**src/inc/ccoc_pkg.sv**
```systemverilog
package ccoc_pkg;

  // ----------------------------------------------------------------
  // Widths
  // ----------------------------------------------------------------
  localparam int SENSE_W = 16;
  localparam int VOLT_W  = 16;
  localparam int CAP_W   = 16;
  localparam int TEMP_W  = 12;
  localparam int DB_W    = 8;
  localparam int REG_W   = 8;
  localparam int NUM_W   = 32;
  localparam int DEN_W   = 24;

  // ----------------------------------------------------------------
  // Timing
  // ----------------------------------------------------------------
  localparam int CLK_HZ        = 100_000_000;
  localparam int TICK_MS       = 10;
  localparam int TICK_CYC      = CLK_HZ / 1000 * TICK_MS;
  localparam int AVG_WIN_MS    = 5120;
  localparam int QUICK_MS      = 1280;
  localparam int FULL_DLY_S    = 40;
  localparam int CAL_PERIOD_S  = 60;
  localparam int SD_PERIOD_S   = 3600;
  localparam int SLEEP_MS      = 20;
  localparam int AVG_TICKS     = AVG_WIN_MS / TICK_MS;
  localparam int QUICK_TICKS   = QUICK_MS / TICK_MS;
  localparam int FULL_DLY_TICKS = (FULL_DLY_S * 1000 + TICK_MS - 1) / TICK_MS;
  localparam int CAL_PER_TICKS = CAL_PERIOD_S * 1000 / TICK_MS;
  localparam int SD_TICKS      = SD_PERIOD_S * 1000 / TICK_MS;
  localparam int SLEEP_TICKS   = (SLEEP_MS + TICK_MS - 1) / TICK_MS;
  localparam int AVG_SHIFT     = $clog2(AVG_TICKS);
  localparam int QUICK_SHIFT   = $clog2(QUICK_TICKS);

  // ----------------------------------------------------------------
  // Scaling
  // ----------------------------------------------------------------
  localparam int    SENSE_LSB_NV     = 4900;
  localparam int    DEADBAND_STEP_NV = 4900;
  localparam int    CAP_UNIT_NVH     = 3570;
  localparam longint CAP_UNIT_L      = longint'(CAP_UNIT_NVH) * 3600 * 1000 / (SENSE_LSB_NV * TICK_MS);
  localparam int    CAP_UNIT_CNT     = int'(CAP_UNIT_L);
  localparam int    TTE_NUM_K        = CAP_UNIT_NVH * 60 / 100;
  localparam int    TTE_DEN_K        = SENSE_LSB_NV / 100;
  localparam int    EDV1_SHIFT       = 4;
  localparam int    COLD_SHIFT       = 3;
  localparam int    SD_SHIFT         = 9;
  localparam int    SD_HOT_SHIFT     = 8;
  localparam logic [TEMP_W-1:0] TEMP_COLD = 12'h445;
  localparam logic [TEMP_W-1:0] TEMP_HOT  = 12'h4f9;

  // ----------------------------------------------------------------
  // Host register
  // ----------------------------------------------------------------
  localparam logic [REG_W-1:0] CTRL_ADDR  = 8'h00;
  localparam logic [REG_W-1:0] CTRL_RST   = 8'h00;
  localparam int               CTRL_QUICK = 0;

  typedef enum logic [1:0] {
    CAL_SETTLE = 2'b00,
    CAL_QUICK  = 2'b01,
    CAL_IDLE   = 2'b10,
    CAL_FULL   = 2'b11
  } ccoc_cal_t;

  typedef struct packed {
    logic signed [SENSE_W-1:0] standby;
    logic signed [SENSE_W-1:0] peak;
    logic signed [SENSE_W-1:0] at_rate;
  } ccoc_loads_t;

  typedef struct packed {
    logic [CAP_W-1:0] standby;
    logic [CAP_W-1:0] peak;
    logic [CAP_W-1:0] actual;
    logic [CAP_W-1:0] at_rate;
  } ccoc_tte_t;

endpackage

```
**src/core/ccoc_div.sv**
```systemverilog
`timescale 1ns/1ps
module ccoc_div
  import ccoc_pkg::*;
#(
  parameter int NW = NUM_W,
  parameter int DW = DEN_W
)(
  input  wire logic          sys_clk_i,
  input  wire logic          rst_n_i,
  input  wire logic          start_i,
  input  wire logic [NW-1:0] num_i,
  input  wire logic [DW-1:0] den_i,
  output logic               done_o,
  output logic [NW-1:0]      quo_o
);

  // A zero divisor yields an all-ones quotient, which the caller
  // reads as "no discharge, time unbounded".
  logic [DW:0]          rem_r, rem_nxt;
  logic [NW-1:0]        q_r, q_nxt;
  logic [DW-1:0]        den_r, den_nxt;
  logic [$clog2(NW):0]  cnt_r, cnt_nxt;
  logic                 busy_r, busy_nxt;
  logic                 done_r, done_nxt;

  always_comb
  begin
    logic [DW:0] sh;
    sh       = '0;
    rem_nxt  = rem_r;
    q_nxt    = q_r;
    den_nxt  = den_r;
    cnt_nxt  = cnt_r;
    busy_nxt = busy_r;
    done_nxt = 1'b0;
    if (start_i && !busy_r)
    begin
      rem_nxt  = '0;
      q_nxt    = num_i;
      den_nxt  = den_i;
      cnt_nxt  = '0;
      busy_nxt = 1'b1;
    end
    else if (busy_r)
    begin
      sh    = {rem_r[DW-1:0], q_r[NW-1]};
      q_nxt = {q_r[NW-2:0], 1'b0};
      if (sh >= {1'b0, den_r})
      begin
        sh       = sh - {1'b0, den_r};
        q_nxt[0] = 1'b1;
      end
      rem_nxt = sh;
      cnt_nxt = cnt_r + 1'b1;
      if (cnt_r == ($clog2(NW)+1)'(NW - 1))
      begin
        busy_nxt = 1'b0;
        done_nxt = 1'b1;
      end
    end
  end

  always_ff @(posedge sys_clk_i)
  begin
    if (!rst_n_i)
    begin
      rem_r  <= '0;
      q_r    <= '0;
      den_r  <= '0;
      cnt_r  <= '0;
      busy_r <= 1'b0;
      done_r <= 1'b0;
    end
    else
    begin
      rem_r  <= rem_nxt;
      q_r    <= q_nxt;
      den_r  <= den_nxt;
      cnt_r  <= cnt_nxt;
      busy_r <= busy_nxt;
      done_r <= done_nxt;
    end
  end

  assign done_o = done_r;
  assign quo_o  = q_r;

endmodule

```
**src/core/ccoc_gauge.sv**
```systemverilog
// What this block does
// - Integrate corrected sense voltage every tick into the charge accumulator.
// - Reported current is the mean sense voltage over a 5.12 s window.
// - Repeat full offset calibration periodically.
// - Calibration-active flag is high exactly while a calibration runs.
// - During calibration capacity, voltage, temperature update; current and TTE hold.
// - After reset run quick calibration; first full one waits at least 40 s.
// - Quick calibration discards a 1.28 s sample, then keeps a second one.
// - Control bit 0 set within first 1.28 s adopts the first sample.
// - Stored external offset is subtracted along with the internal offset.
// - Samples with magnitude below the deadband threshold are discarded.
// - Deadband threshold counts are 4.9 uV each.
// - Deadband threshold zero disables the filter.
// - Remaining capacity counts in units of 3.57 uVh.
// - Time-to-empty in minutes for standby, peak, actual and at-rate loads.
// - Cell voltage is offset corrected and compared with end-of-discharge thresholds.
// - At end-of-discharge thresholds capacity is capped at 6.25 percent or forced to empty.
// - Temperature adjusts compensated capacity and self-discharge loss.
// - Communication lines held low read as zero and put the gauge to sleep.
`timescale 1ns/1ps
module ccoc_gauge
  import ccoc_pkg::*;
#(
  parameter int TICK_CYCLES = TICK_CYC,
  parameter int CAL_PERIOD  = CAL_PER_TICKS,
  parameter int SD_PERIOD   = SD_TICKS
)(
  input  wire logic                      sys_clk_i,
  input  wire logic                      rst_n_i,
  input  wire logic signed [SENSE_W-1:0] sense_sample_i,
  input  wire logic signed [SENSE_W-1:0] cal_sample_i,
  input  wire logic signed [SENSE_W-1:0] ext_offset_i,
  input  wire logic [DB_W-1:0]           charge_deadband_threshold_i,
  input  wire logic [CAP_W-1:0]          cap_full_i,
  input  wire logic [VOLT_W-1:0]         cell_voltage_i,
  input  wire logic [REG_W-1:0]          volt_offset_i,
  input  wire logic [VOLT_W-1:0]         end_discharge_threshold1_i,
  input  wire logic [VOLT_W-1:0]         end_discharge_threshold_f_i,
  input  wire logic [TEMP_W-1:0]         temp_i,
  input  wire ccoc_loads_t               loads_i,
  input  wire logic                      comm_low_i,
  input  wire logic [REG_W-1:0]          reg_addr_i,
  input  wire logic [REG_W-1:0]          reg_wdata_i,
  input  wire logic                      reg_wr_i,
  output logic                           offset_cal_active_o,
  output logic signed [SENSE_W-1:0]      cal_offset_o,
  output logic signed [SENSE_W-1:0]      current_o,
  output logic signed [31:0]             charge_integrator_o,
  output logic [CAP_W-1:0]               capacity_o,
  output logic [CAP_W-1:0]               comp_capacity_o,
  output logic [VOLT_W-1:0]              voltage_o,
  output logic [TEMP_W-1:0]              temp_o,
  output logic                           edv1_o,
  output logic                           edvf_o,
  output ccoc_tte_t                      tte_o,
  output logic                           sleep_o,
  output logic [REG_W-1:0]               reg_rdata_o
);

  // ----------------------------------------------------------------
  // Tick divider, sleep detect and control register
  // ----------------------------------------------------------------
  logic [31:0]      tick_cnt_r, tick_cnt_nxt;
  logic             tick;
  logic [3:0]       low_cnt_r, low_cnt_nxt;
  logic             sleep_r, sleep_nxt;
  logic [REG_W-1:0] ctrl_r, ctrl_nxt, rdata_r, rdata_nxt;

  always_comb
  begin
    tick         = (tick_cnt_r == 32'(TICK_CYCLES - 1));
    tick_cnt_nxt = tick ? '0 : tick_cnt_r + 1'b1;
    low_cnt_nxt  = low_cnt_r;
    sleep_nxt    = sleep_r;
    if (!comm_low_i)
    begin
      low_cnt_nxt = '0;
      sleep_nxt   = 1'b0;
    end
    else if (tick && low_cnt_r != 4'(SLEEP_TICKS))
      low_cnt_nxt = low_cnt_r + 1'b1;
    else if (low_cnt_r == 4'(SLEEP_TICKS))
      sleep_nxt = 1'b1;
    // The comm_low_i gate blocks writes, so no host write can land while the lines idle low.
    ctrl_nxt = ctrl_r;
    if (reg_wr_i && !comm_low_i && reg_addr_i == CTRL_ADDR)
      ctrl_nxt = reg_wdata_i;
    rdata_nxt = (reg_addr_i == CTRL_ADDR && !comm_low_i) ? ctrl_r : '0;
  end

  always_ff @(posedge sys_clk_i)
  begin
    if (!rst_n_i)
    begin
      tick_cnt_r <= '0;
      low_cnt_r  <= '0;
      sleep_r    <= 1'b0;
      ctrl_r     <= CTRL_RST;
      rdata_r    <= '0;
    end
    else
    begin
      tick_cnt_r <= tick_cnt_nxt;
      low_cnt_r  <= low_cnt_nxt;
      sleep_r    <= sleep_nxt;
      ctrl_r     <= ctrl_nxt;
      rdata_r    <= rdata_nxt;
    end
  end

  // ----------------------------------------------------------------
  // Offset calibration sequencer
  // ----------------------------------------------------------------
  ccoc_cal_t                 state_r, state_nxt;
  logic [12:0]               cnt_r, cnt_nxt;
  logic                      first_r, first_nxt;
  logic signed [25:0]        cal_sum_r, cal_sum_nxt, cal_acc;
  logic signed [SENSE_W-1:0] offset_r, offset_nxt;
  logic                      active_r;

  always_comb
  begin
    state_nxt   = state_r;
    cnt_nxt     = cnt_r;
    first_nxt   = first_r;
    cal_sum_nxt = cal_sum_r;
    offset_nxt  = offset_r;
    cal_acc     = cal_sum_r + 26'(cal_sample_i);
    if (tick)
    begin
      cnt_nxt     = cnt_r + 1'b1;
      cal_sum_nxt = cal_acc;
      case (state_r)
        CAL_SETTLE:
          if (cnt_r == 13'(QUICK_TICKS - 1))
          begin
            cnt_nxt     = '0;
            cal_sum_nxt = '0;
            if (ctrl_r[CTRL_QUICK])
            begin
              offset_nxt = SENSE_W'(cal_acc >>> QUICK_SHIFT);
              state_nxt  = CAL_IDLE;
            end
            else
              state_nxt = CAL_QUICK;
          end
        CAL_QUICK:
          if (cnt_r == 13'(QUICK_TICKS - 1))
          begin
            offset_nxt  = SENSE_W'(cal_acc >>> QUICK_SHIFT);
            state_nxt   = CAL_IDLE;
            cnt_nxt     = '0;
            cal_sum_nxt = '0;
          end
        CAL_IDLE:
        begin
          cal_sum_nxt = '0;
          if (cnt_r == (first_r ? 13'(FULL_DLY_TICKS - 1) : 13'(CAL_PERIOD - 1)))
          begin
            state_nxt = CAL_FULL;
            cnt_nxt   = '0;
          end
        end
        CAL_FULL:
          if (cnt_r == 13'(AVG_TICKS - 1))
          begin
            offset_nxt  = SENSE_W'(cal_acc >>> AVG_SHIFT);
            state_nxt   = CAL_IDLE;
            first_nxt   = 1'b0;
            cnt_nxt     = '0;
            cal_sum_nxt = '0;
          end
        default:
          state_nxt = CAL_IDLE;
      endcase
    end
  end

  always_ff @(posedge sys_clk_i)
  begin
    if (!rst_n_i)
    begin
      state_r   <= CAL_SETTLE;
      cnt_r     <= '0;
      first_r   <= 1'b1;
      cal_sum_r <= '0;
      offset_r  <= '0;
      active_r  <= 1'b1;
    end
    else
    begin
      state_r   <= state_nxt;
      cnt_r     <= cnt_nxt;
      first_r   <= first_nxt;
      cal_sum_r <= cal_sum_nxt;
      offset_r  <= offset_nxt;
      active_r  <= (state_nxt != CAL_IDLE);
    end
  end

  // ----------------------------------------------------------------
  // Integration, capacity, voltage and temperature
  // ----------------------------------------------------------------
  logic signed [SENSE_W+1:0] corr, filt;
  logic [SENSE_W+1:0]        mag;
  logic [31:0]               db_thr;
  logic                      keep, win_end;
  logic signed [31:0]        acc_r, acc_nxt, frac_r, frac_nxt;
  logic signed [25:0]        win_r, win_nxt, win_fin;
  logic [8:0]                wcnt_r, wcnt_nxt;
  logic [19:0]               sd_r, sd_nxt;
  logic signed [SENSE_W-1:0] cur_r, cur_nxt;
  logic [CAP_W-1:0]          cap_r, cap_nxt, comp_r, comp_nxt, floor16;
  logic [VOLT_W-1:0]         volt_r, volt_nxt;
  logic [TEMP_W-1:0]         temp_r, temp_nxt;
  logic                      e1_r, e1_nxt, ef_r, ef_nxt;

  always_comb
  begin
    corr = (SENSE_W+2)'(sense_sample_i) - (SENSE_W+2)'(offset_r)
         - (SENSE_W+2)'(ext_offset_i);
    mag    = corr[SENSE_W+1] ? (SENSE_W+2)'(0) - corr : corr;
    db_thr = 32'(32'(charge_deadband_threshold_i) * DEADBAND_STEP_NV / SENSE_LSB_NV);
    keep   = (charge_deadband_threshold_i == '0) ? (corr != '0)
           : (32'(mag) >= db_thr);
    filt   = keep ? corr : '0;
    win_fin = win_r + 26'(corr);
    win_end = tick && (wcnt_r == 9'(AVG_TICKS - 1));
    floor16 = cap_full_i >> EDV1_SHIFT;
    acc_nxt = acc_r;
    frac_nxt = frac_r;
    win_nxt = win_r;
    wcnt_nxt = wcnt_r;
    sd_nxt  = sd_r;
    cur_nxt = cur_r;
    cap_nxt = cap_r;
    comp_nxt = comp_r;
    volt_nxt = volt_r;
    temp_nxt = temp_r;
    e1_nxt  = e1_r;
    ef_nxt  = ef_r;
    if (tick)
    begin
      acc_nxt  = acc_r + 32'(filt);
      frac_nxt = frac_r + 32'(filt);
      if (frac_nxt >= CAP_UNIT_CNT)
      begin
        frac_nxt = frac_nxt - CAP_UNIT_CNT;
        if (cap_nxt < cap_full_i)
          cap_nxt = cap_nxt + 1'b1;
      end
      else if (frac_nxt <= -CAP_UNIT_CNT)
      begin
        frac_nxt = frac_nxt + CAP_UNIT_CNT;
        if (cap_nxt != '0)
          cap_nxt = cap_nxt - 1'b1;
      end
      sd_nxt = (sd_r == 20'(SD_PERIOD - 1)) ? '0 : sd_r + 1'b1;
      if (sd_r == 20'(SD_PERIOD - 1))
        cap_nxt = cap_nxt - (cap_nxt >> ((temp_i >= TEMP_HOT) ? SD_HOT_SHIFT : SD_SHIFT));
      volt_nxt = cell_voltage_i - VOLT_W'(volt_offset_i);
      e1_nxt   = (volt_nxt <= end_discharge_threshold1_i);
      ef_nxt   = (volt_nxt <= end_discharge_threshold_f_i);
      if (ef_nxt)
        cap_nxt = '0;
      else if (e1_nxt && cap_nxt > floor16)
        cap_nxt = floor16;
      temp_nxt = temp_i;
      comp_nxt = (temp_i <= TEMP_COLD) ? cap_nxt - (cap_nxt >> COLD_SHIFT) : cap_nxt;
      wcnt_nxt = win_end ? '0 : wcnt_r + 1'b1;
      win_nxt  = win_end ? '0 : win_fin;
      // The window keeps running through calibration; only its result is dropped.
      if (win_end && state_r == CAL_IDLE)
        cur_nxt = SENSE_W'(win_fin >>> AVG_SHIFT);
    end
  end

  always_ff @(posedge sys_clk_i)
  begin
    if (!rst_n_i)
    begin
      acc_r  <= '0;
      frac_r <= '0;
      win_r  <= '0;
      wcnt_r <= '0;
      sd_r   <= '0;
      cur_r  <= '0;
      cap_r  <= '0;
      comp_r <= '0;
      volt_r <= '0;
      temp_r <= '0;
      e1_r   <= 1'b0;
      ef_r   <= 1'b0;
    end
    else
    begin
      acc_r  <= acc_nxt;
      frac_r <= frac_nxt;
      win_r  <= win_nxt;
      wcnt_r <= wcnt_nxt;
      sd_r   <= sd_nxt;
      cur_r  <= cur_nxt;
      cap_r  <= cap_nxt;
      comp_r <= comp_nxt;
      volt_r <= volt_nxt;
      temp_r <= temp_nxt;
      e1_r   <= e1_nxt;
      ef_r   <= ef_nxt;
    end
  end

  // ----------------------------------------------------------------
  // Time-to-empty sequencer
  // ----------------------------------------------------------------
  logic                      busy_r, busy_nxt, start_r, start_nxt, dv_done;
  logic [1:0]                idx_r, idx_nxt;
  logic signed [SENSE_W-1:0] load;
  logic [SENSE_W:0]          lmag;
  logic [DEN_W-1:0]          den;
  logic [NUM_W-1:0]          num, quo;
  logic [CAP_W-1:0]          qsat;
  ccoc_tte_t                 tte_r, tte_nxt;

  always_comb
  begin
    case (idx_r)
      2'd0:    load = loads_i.standby;
      2'd1:    load = loads_i.peak;
      2'd2:    load = cur_r;
      default: load = loads_i.at_rate;
    endcase
    lmag = (SENSE_W+1)'(0) - (SENSE_W+1)'(load);
    // Charge or zero load leaves the divisor at zero: result saturates.
    den  = load[SENSE_W-1] ? DEN_W'(32'(lmag) * TTE_DEN_K) : '0;
    num  = NUM_W'(32'(cap_r) * TTE_NUM_K);
    qsat = (|quo[NUM_W-1:CAP_W]) ? '1 : quo[CAP_W-1:0];
    busy_nxt  = busy_r;
    idx_nxt   = idx_r;
    start_nxt = 1'b0;
    tte_nxt   = tte_r;
    if (!busy_r && win_end && state_r == CAL_IDLE)
    begin
      busy_nxt  = 1'b1;
      idx_nxt   = '0;
      start_nxt = 1'b1;
    end
    else if (busy_r && dv_done)
    begin
      case (idx_r)
        2'd0:    tte_nxt.standby = qsat;
        2'd1:    tte_nxt.peak    = qsat;
        2'd2:    tte_nxt.actual  = qsat;
        default: tte_nxt.at_rate = qsat;
      endcase
      if (idx_r == 2'd3)
        busy_nxt = 1'b0;
      else
      begin
        idx_nxt   = idx_r + 1'b1;
        start_nxt = 1'b1;
      end
    end
  end

  always_ff @(posedge sys_clk_i)
  begin
    if (!rst_n_i)
    begin
      busy_r  <= 1'b0;
      idx_r   <= '0;
      start_r <= 1'b0;
      tte_r   <= '1;
    end
    else
    begin
      busy_r  <= busy_nxt;
      idx_r   <= idx_nxt;
      start_r <= start_nxt;
      tte_r   <= tte_nxt;
    end
  end

  ccoc_div u_div (
    .sys_clk_i (sys_clk_i),
    .rst_n_i   (rst_n_i),
    .start_i   (start_r),
    .num_i     (num),
    .den_i     (den),
    .done_o    (dv_done),
    .quo_o     (quo)
  );

  assign offset_cal_active_o = active_r;
  assign cal_offset_o        = offset_r;
  assign current_o           = cur_r;
  assign charge_integrator_o = acc_r;
  assign capacity_o          = cap_r;
  assign comp_capacity_o     = comp_r;
  assign voltage_o           = volt_r;
  assign temp_o              = temp_r;
  assign edv1_o              = e1_r;
  assign edvf_o              = ef_r;
  assign tte_o               = tte_r;
  assign sleep_o             = sleep_r;
  assign reg_rdata_o         = rdata_r;

  // ----------------------------------------------------------------
  // Checks
  // ----------------------------------------------------------------
  logic [12:0] since_rst_r;
  always_ff @(posedge sys_clk_i)
    if (!rst_n_i)
      since_rst_r <= '0;
    else if (tick && since_rst_r != 13'(FULL_DLY_TICKS))
      since_rst_r <= since_rst_r + 1'b1;
endmodule

```
**config.mk**
```make
export PLATFORM = sky130hd
export DESIGN_NAME = ccoc_gauge
export DESIGN_NICKNAME = d
export VERILOG_FILES = /design/src/inc/ccoc_pkg.sv /design/src/core/ccoc_div.sv /design/src/core/ccoc_gauge.sv
export SDC_FILE = /design/constraint.sdc
export NUM_CORES = 2
export LEC_CHECK = 0
export BUFFER_PORTS_ARGS = -buffer_cell sky130_fd_sc_hd__buf_4
export CELL_PAD_IN_SITES_DETAIL_PLACEMENT = 0
export CELL_PAD_IN_SITES_GLOBAL_PLACEMENT = 1
export CORE_ASPECT_RATIO = 1.1
export CORE_UTILIZATION = 30
export DETAILED_ROUTE_END_ITERATION = 7
export MAX_ROUTING_LAYER = met4
export PLACE_DENSITY = 0.68
export SYNTH_ARGS = -nofsm -noshare
export SYNTH_HDL_FRONTEND = slang
export SYNTH_SLANG_ARGS = --single-unit
```
**constraint.sdc**
```tcl
create_clock -name sys_clk_i -period 57.6 [get_ports sys_clk_i]
set_clock_uncertainty 0.1 [all_clocks]
set_input_delay 11.52 -clock sys_clk_i [delete_from_list [all_inputs] [get_ports sys_clk_i]]
set_output_delay 11.52 -clock sys_clk_i [all_outputs]
set_load 0.05 [all_outputs]
```
* Word-level counts from Yosys, hierarchy flattened
Index checks and enable logic that the tools add are counted.
** Storage, ports and cells
- Word-level logic and storage cells :: 201
- Input port bits :: 208
- Flip-flop bits (word level) :: 465
- Output and inout bits :: 200
** Operators by class
- Shifts and indexed selects :: 1
- Divide/modulo/power cells :: 1
- Bitwise operators :: 6
- Multiplexer cells :: 57
- $add $sub $neg :: 23
- Equal/unequal tests :: 20
- Order comparisons :: 10
- Multiply operators :: 3
- Reduce and logical (&&, ||, !) cells :: 43
** Operators with widths (number)
- $mux W16 :: 16
- $pmux W16 S3 :: 2
- $mux W26 :: 3
- $pmux W26 S3 :: 1
- $add A32 B18 Y32 :: 2
- $mux W32 :: 2
- $mux W28 :: 2
- $mux W13 :: 4
- $pmux W13 S3 :: 1
- $mux W18 :: 2
- $add A32 B1 Y32 const B :: 1
- $add A32 B20 Y32 const B :: 1
- $div A21 B13 Y32 const B :: 1
- $eq A32 B20 Y1 const B :: 1
- $ge A18 B32 Y1 :: 1
- $ge A32 B20 Y1 const B :: 1
- $le A16 B16 Y1 :: 2
- $le A32 B20 Y1 const B :: 1
- $sub A32 B20 Y32 const B :: 1
- $mul A16 B11 Y27 const B :: 1
- $add A26 B16 Y26 :: 1
- $add A26 B18 Y26 :: 1
- $ge A25 B24 Y1 :: 1
- $mux W24 :: 1
- other kinds (55) :: 114

* Depth between registers and ports, before layout
- Depth in word-level cells :: 23
- Gate-level depth with buffers :: 139
- Depth with buffers taken out :: 128

* Cells and area by module
A second synthesis with hierarchy kept.
** Second synthesis, totals
- Cell total of the unflattened synthesis :: 5374
- Area total of the unflattened synthesis :: 42130.4 um2
** Modules (own cells, without submodules)
- ccoc_gauge :: cells an instance 4730, instances 1, seq. area each 7507.2 um2, area an instance 37183.2 um2
- ccoc_div :: cells an instance 644, instances 1, seq. area each 1761.7 um2, area an instance 4947.2 um2

* Worst setup path before layout
No wires, ideal clock.
- Path type :: input to register
- Start :: input charge_deadband_threshold_i[2]
- End :: register comp_r[14] (netlist: comp_capacity_o[14])
- Path buffers :: 8
- Setup time :: 0.058 ns
- Data required time :: 57.442 ns
- Arrival time :: 36.699 ns
- Path slack :: 20.743 ns
- Cell stages on the path :: 125
- Cells stage by stage :: clkinv_1 > ha_1 > ha_1 > fa_1 > ha_1 > ha_1 > buf_2 > a21o_1 > a21o_1 > or4_1 > a2111o_1 > and3_1 > mux2i_1 > a221o_1 > or2_2 > clkbuf_1 > o21ai_4 > inv_2 > [... 89 more ...] > mux2i_1 > or2_2 > fa_1 > a21o_1 > a21o_1 > a21o_1 > a21oi_1 > o21bai_1 > a21oi_1 > o21bai_1 > a21oi_1 > nor2b_1 > o21ai_0 > nand2b_1 > a211o_1 > or2_2 > a21oi_1 > a21o_1
** On the way
- Cells in the longest elaborated chain, start to end :: 21
- Elaborated cells between the ends (all ways) :: 23
- Those cells by class :: add/sub: 3; mul: 1; div: 1; order compare: 4; shift: 1; mux: 11; reduce/logical: 2
** RTL lines
- from (decl) :: line ccoc_gauge.sv:33 : input wire logic [DB_W-1:0] charge_deadband_threshold_i,
- $mul A8 B11 Y19 :: line ccoc_gauge.sv:223 : db_thr = 32'(32'(charge_deadband_threshold_i) * DEADBAND_STEP_NV / SENSE_LSB_NV);
- $div A21 B13 Y32 :: line ccoc_gauge.sv:223
- $ge A18 B32 Y1 :: line ccoc_gauge.sv:225 : : (32'(mag) >= db_thr);
- $mux W1 * :: line ccoc_gauge.sv:224 : keep = (charge_deadband_threshold_i == '0) ? (corr != '0)
- $mux W18 * :: line ccoc_gauge.sv:226 : filt = keep ? corr : '0;
- $add A32 B18 Y32 * :: line ccoc_gauge.sv:245 : frac_nxt = frac_r + 32'(filt);
- $le A32 B20 Y1 :: line ccoc_gauge.sv:252 : else if (frac_nxt <= -CAP_UNIT_CNT)
- $mux W16 :: line ccoc_gauge.sv:252
- [... 5 more ...]
- $mux W16 * :: line ccoc_gauge.sv:242 : if (tick)
- $gt A16 B12 Y1 :: line ccoc_gauge.sv:266 : else if (e1_nxt && cap_nxt > floor16)
- $logic_and A1 B1 Y1 :: line ccoc_gauge.sv:266
- $mux W16 * :: line ccoc_gauge.sv:266
- $mux W16 * :: line ccoc_gauge.sv:264 : if (ef_nxt)
- $mux W16 * :: line ccoc_gauge.sv:242
- $sub A16 B13 Y16 :: line ccoc_gauge.sv:269 : comp_nxt = (temp_i <= TEMP_COLD) ? cap_nxt - (cap_nxt >> COLD_SHIFT) : cap_nxt;
- $mux W16 * :: line ccoc_gauge.sv:269
- to (signal assigned) :: line ccoc_gauge.sv:304 : comp_r <= comp_nxt;
- to (decl) :: line ccoc_gauge.sv:213 : logic [CAP_W-1:0] cap_r, cap_nxt, comp_r, comp_nxt, floor16;
Every way passes the cells marked *; elsewhere a longest branch is shown, timed or not. The select of a mux whose other input is x is not followed.
A chain may end at the register's enable or synchronous reset.

* Worst setup path after layout
Same ends and word-level chain as after synthesis.

==> impl_metrics.py <==
metrics = {
    "detailed_routing": {
        "vias": 39250,
        "post_drt_wl_per_cell_um": 19.38,
        "drt_wl_total_mm": 144.3,
        "drtAntennaViolNets": 0,
        "drt_iter0_markers": 2546,
        "drcViolationCount": 0,
        "detail_route.first_pass.iterations": 6,
        "vias_per_cell": 5.272,
    },
    "global_route": {
        "grt_max_degree": 113,
        "grt_pass1_wl_mm": 221.9,
        "grt_use_total_pct": 20.39,
        "grt_overflow": 0,
        "antenna_found_initial": 2,
        "grt_pass1_vias": 37860,
    },
    "worst_setup_path": {
        "arrival_ns": 42.52,
        "cp.required_ns": 58.10,
        "timing.setup.critical_path_class": "in -> reg",
        "critPathCaptureType": "register",
        "cp_slowest_stage_delay_ns": 0.78,
        "crit_path_max_fanout": 24,
        "start_kind": "primary input",
        "critPathSlowestCell": "o311ai_4",
        "path_common_cell": "a21o_1",
    },
    "sta": {
        "worst_pin_slew_ns": 1.167,
        "period_share_pct": 72.95,
        "finalMaxSlewViolations": 0,
        "setup_violations": 0,
        "post-route-min-period_ns": 42.02,
        "hold_violations": 0,
        "relSlewSlack_pct": 21.71,
        "worst_slack_ns": 15.58,
        "rsz0062_at_grt": "false",
        "fin_tns_setup_ns": 0,
        "fmax_mhz": 23.80,
    },
    "synthesis": {
        "synth.area.top_cells": "dfxtp_1 22%, ha_1 14%, a21oi_1 4.7%",
        "synth.most_common_cell": "nor2_1",
        "synth_top_family_by_area": "compound AO/OA/AOI/OAI gates",
        "synthXorXnorAreaFrac_pct": 8.398,
        "seq_area_frac_synth_pct": 22.07,
        "syn_area_mm2": 0.04191,
        "synth_common_cells": "507 x nor2_1, 491 x nand2_1, 467 x ha_1",
        "synth_fa_ha_area_share_pct": 18.55,
        "postSynthCellCount": 5266,
        "synthMuxAreaShare_pct": 2.657,
        "yosysTopAreaCell": "dfxtp_1",
        "synth_top_area_share_pct": 22.07,
        "synth_cell_types": 125,
        "synth_edf_count": 0,
        "yosys.area_share.simple_pct": 19.31,
        "synth_compound_area_share_pct": 23.76,
        "async_flop_share_pct": 0,
        "avgSynthCellArea_um2": 7.959,
        "syn_nets": 6034,
        "ys_ff_latch": 462,
        "synth-main-ff-cell": "dfxtp_1",
        "ys_warn_count": 0,
    },
    "placed_design": {
        "place_ws_ns": 15.23,
        "dpl.hpwl_mm": 113.7,
        "port_buffers": 407,
        "place_area_mm2": 0.04685,
        "place_congestion": 0.9026,
    },
    "die": {
        "num_rows": 143,
        "die_h_um": 394.0,
        "die_area_mm2": 0.1412,
        "core-area_mm2": 0.1383,
        "ioPinCount": 408,
        "chipWidth_um": 358.4,
        "initial_core_util_pct": 30.30,
    },
    "layout": {
        "syn_to_final_growth_pct": 16.74,
        "final_area_mm2": 0.04893,
        "layout-drive-gt1-share_pct": 12.29,
        "nNetsFinal": 6349,
        "fill_cells": 14420,
    },
    "clocking": {
        "insertion_delay_ns": 0.70,
        "cts_setup_buffers": 0,
        "cts_root_buffer": "clkbuf_16",
        "htreeDepth": 2,
        "cts_sinks": 462,
        "numCtsBuffers": 58,
        "tritoncts": "yes",
        "cts_resized": 0,
        "cts_buffer_depth": 3,
        "clk_pin_slew_ns": 0.06,
        "ctsHoldBuffers": 0,
    },
    "run": {
        "maxCapViolations": 0,
    },
    "worst_hold_path": {
        "hold_path_class": "reg -> reg",
    },
    "run_status": {
        "status": "finished clean",
    },
}
[sequential cells by signal (all words and copies together) (netlist names), 24 cells and up]
register and count:
win_r 25, tte_o 64, cal_sum_r 25, tick_cnt_r 32, charge_integrator_o 32, u_div.rem_r 24, u_div.quo_o 32, frac_r 32
[layout by cell type (no fill, tap or decap), types with 19 or more instances in the layout]
master | synthesis | routed
nor2_1 | 507 | 505
nand2_1 | 491 | 491
ha_1 | 467 | 467
dfxtp_1 | 462 | 460
buf_4 | 8 | 458
a21oi_1 | 392 | 392
inv_1 | 352 | 352
xnor2_1 | 221 | 221
o21ai_0 | 203 | 203
xor2_1 | 170 | 170
a21o_1 | 129 | 129
nor3_1 | 117 | 116
nand3_1 | 112 | 112
mux2i_1 | 100 | 100
o211ai_1 | 98 | 98
fa_1 | 93 | 93
nand4_1 | 68 | 68
a211oi_1 | 68 | 68
o22ai_1 | 62 | 62
o21bai_1 | 61 | 61
o21a_1 | 58 | 58
clkbuf_16 | 0 | 58
and3_1 | 54 | 54
nand2b_1 | 51 | 51
nor2b_1 | 51 | 51
nor4_1 | 46 | 44
a31oi_1 | 44 | 44
or3_1 | 44 | 44
and2_1 | 41 | 41
or2_2 | 38 | 38
a22o_1 | 36 | 36
o22a_1 | 21 | 21
o31ai_1 | 19 | 19
[cells by family after synthesis]
family,count (synthesis)
xor gates and xnor gates,396
adders and majority gates,567
AOI/OAI and AO/OA,1458
DFF,462
muxes,110
and+or+nand+nor,1705
buffers and inverters,568
[per-stage QoR]
stage | hold WS (ns) | std cells | util [%]
after floorplan | 0.3258 | 5266 | -
after global placement | 0.3386 | 7333 | 33.88
after detailed placement | 0.3471 | 7333 | 33.88
after CTS | 0.3576 | 7442 | 35.37
after global routing | 0.3686 | 7443 | 35.37
final | 0.3552 | 7444 | 35.38
[final cells by class]
type / instances / area [um2] / area share (%)
clock buffer: 81 / 1678 / 3.429
tap: 1812 / 2267 / 4.634
inverter: 364 / 1376 / 2.813
multi-input combinational: 4236 / 30500 / 62.33
clock inverter: 28 / 390.4 / 0.7979
timing repair buffer: 459 / 3458 / 7.068
sequential: 462 / 9254 / 18.91
antenna: 2 / 5.005 / 0.01023
[worst max-delay path, delay by kind of cell]
family / cells / cell delay, ns
buffers and inverters: 8 / 1.62
adders and majority gates: 14 / 4.39
AOI/OAI and AO/OA: 63 / 15.99
muxes: 2 / 0.55
and+or+nand+nor: 30 / 7.30
xor gates and xnor gates: 3 / 1.13
[path summary, 6_finish.rpt]
check	slack (ns)	endpoint	cells after the start	start
max	15.58	comp_capacity_o[14]	120	charge_deadband_threshold_i[2]
max reg2reg	36.62	comp_capacity_o[14]	90	cal_offset_o[0]
min reg2reg	0.36	temp_o[1]	2	temp_o[1]
min	0.36	temp_o[1]	2	temp_o[1]
[layer usage]
metal	vias to the layer above	global-route usage, %	wire [um]
li1	19600	-	-
met1	18630	27.35	68890
met2	847	32.40	65860
met3	161	2.106	5718
met4	0	5.327	3798
met5	-	-	0
Power is not shown: default switching activity piles up to over one toggle a cycle in this logic, so the estimate is an artifact.
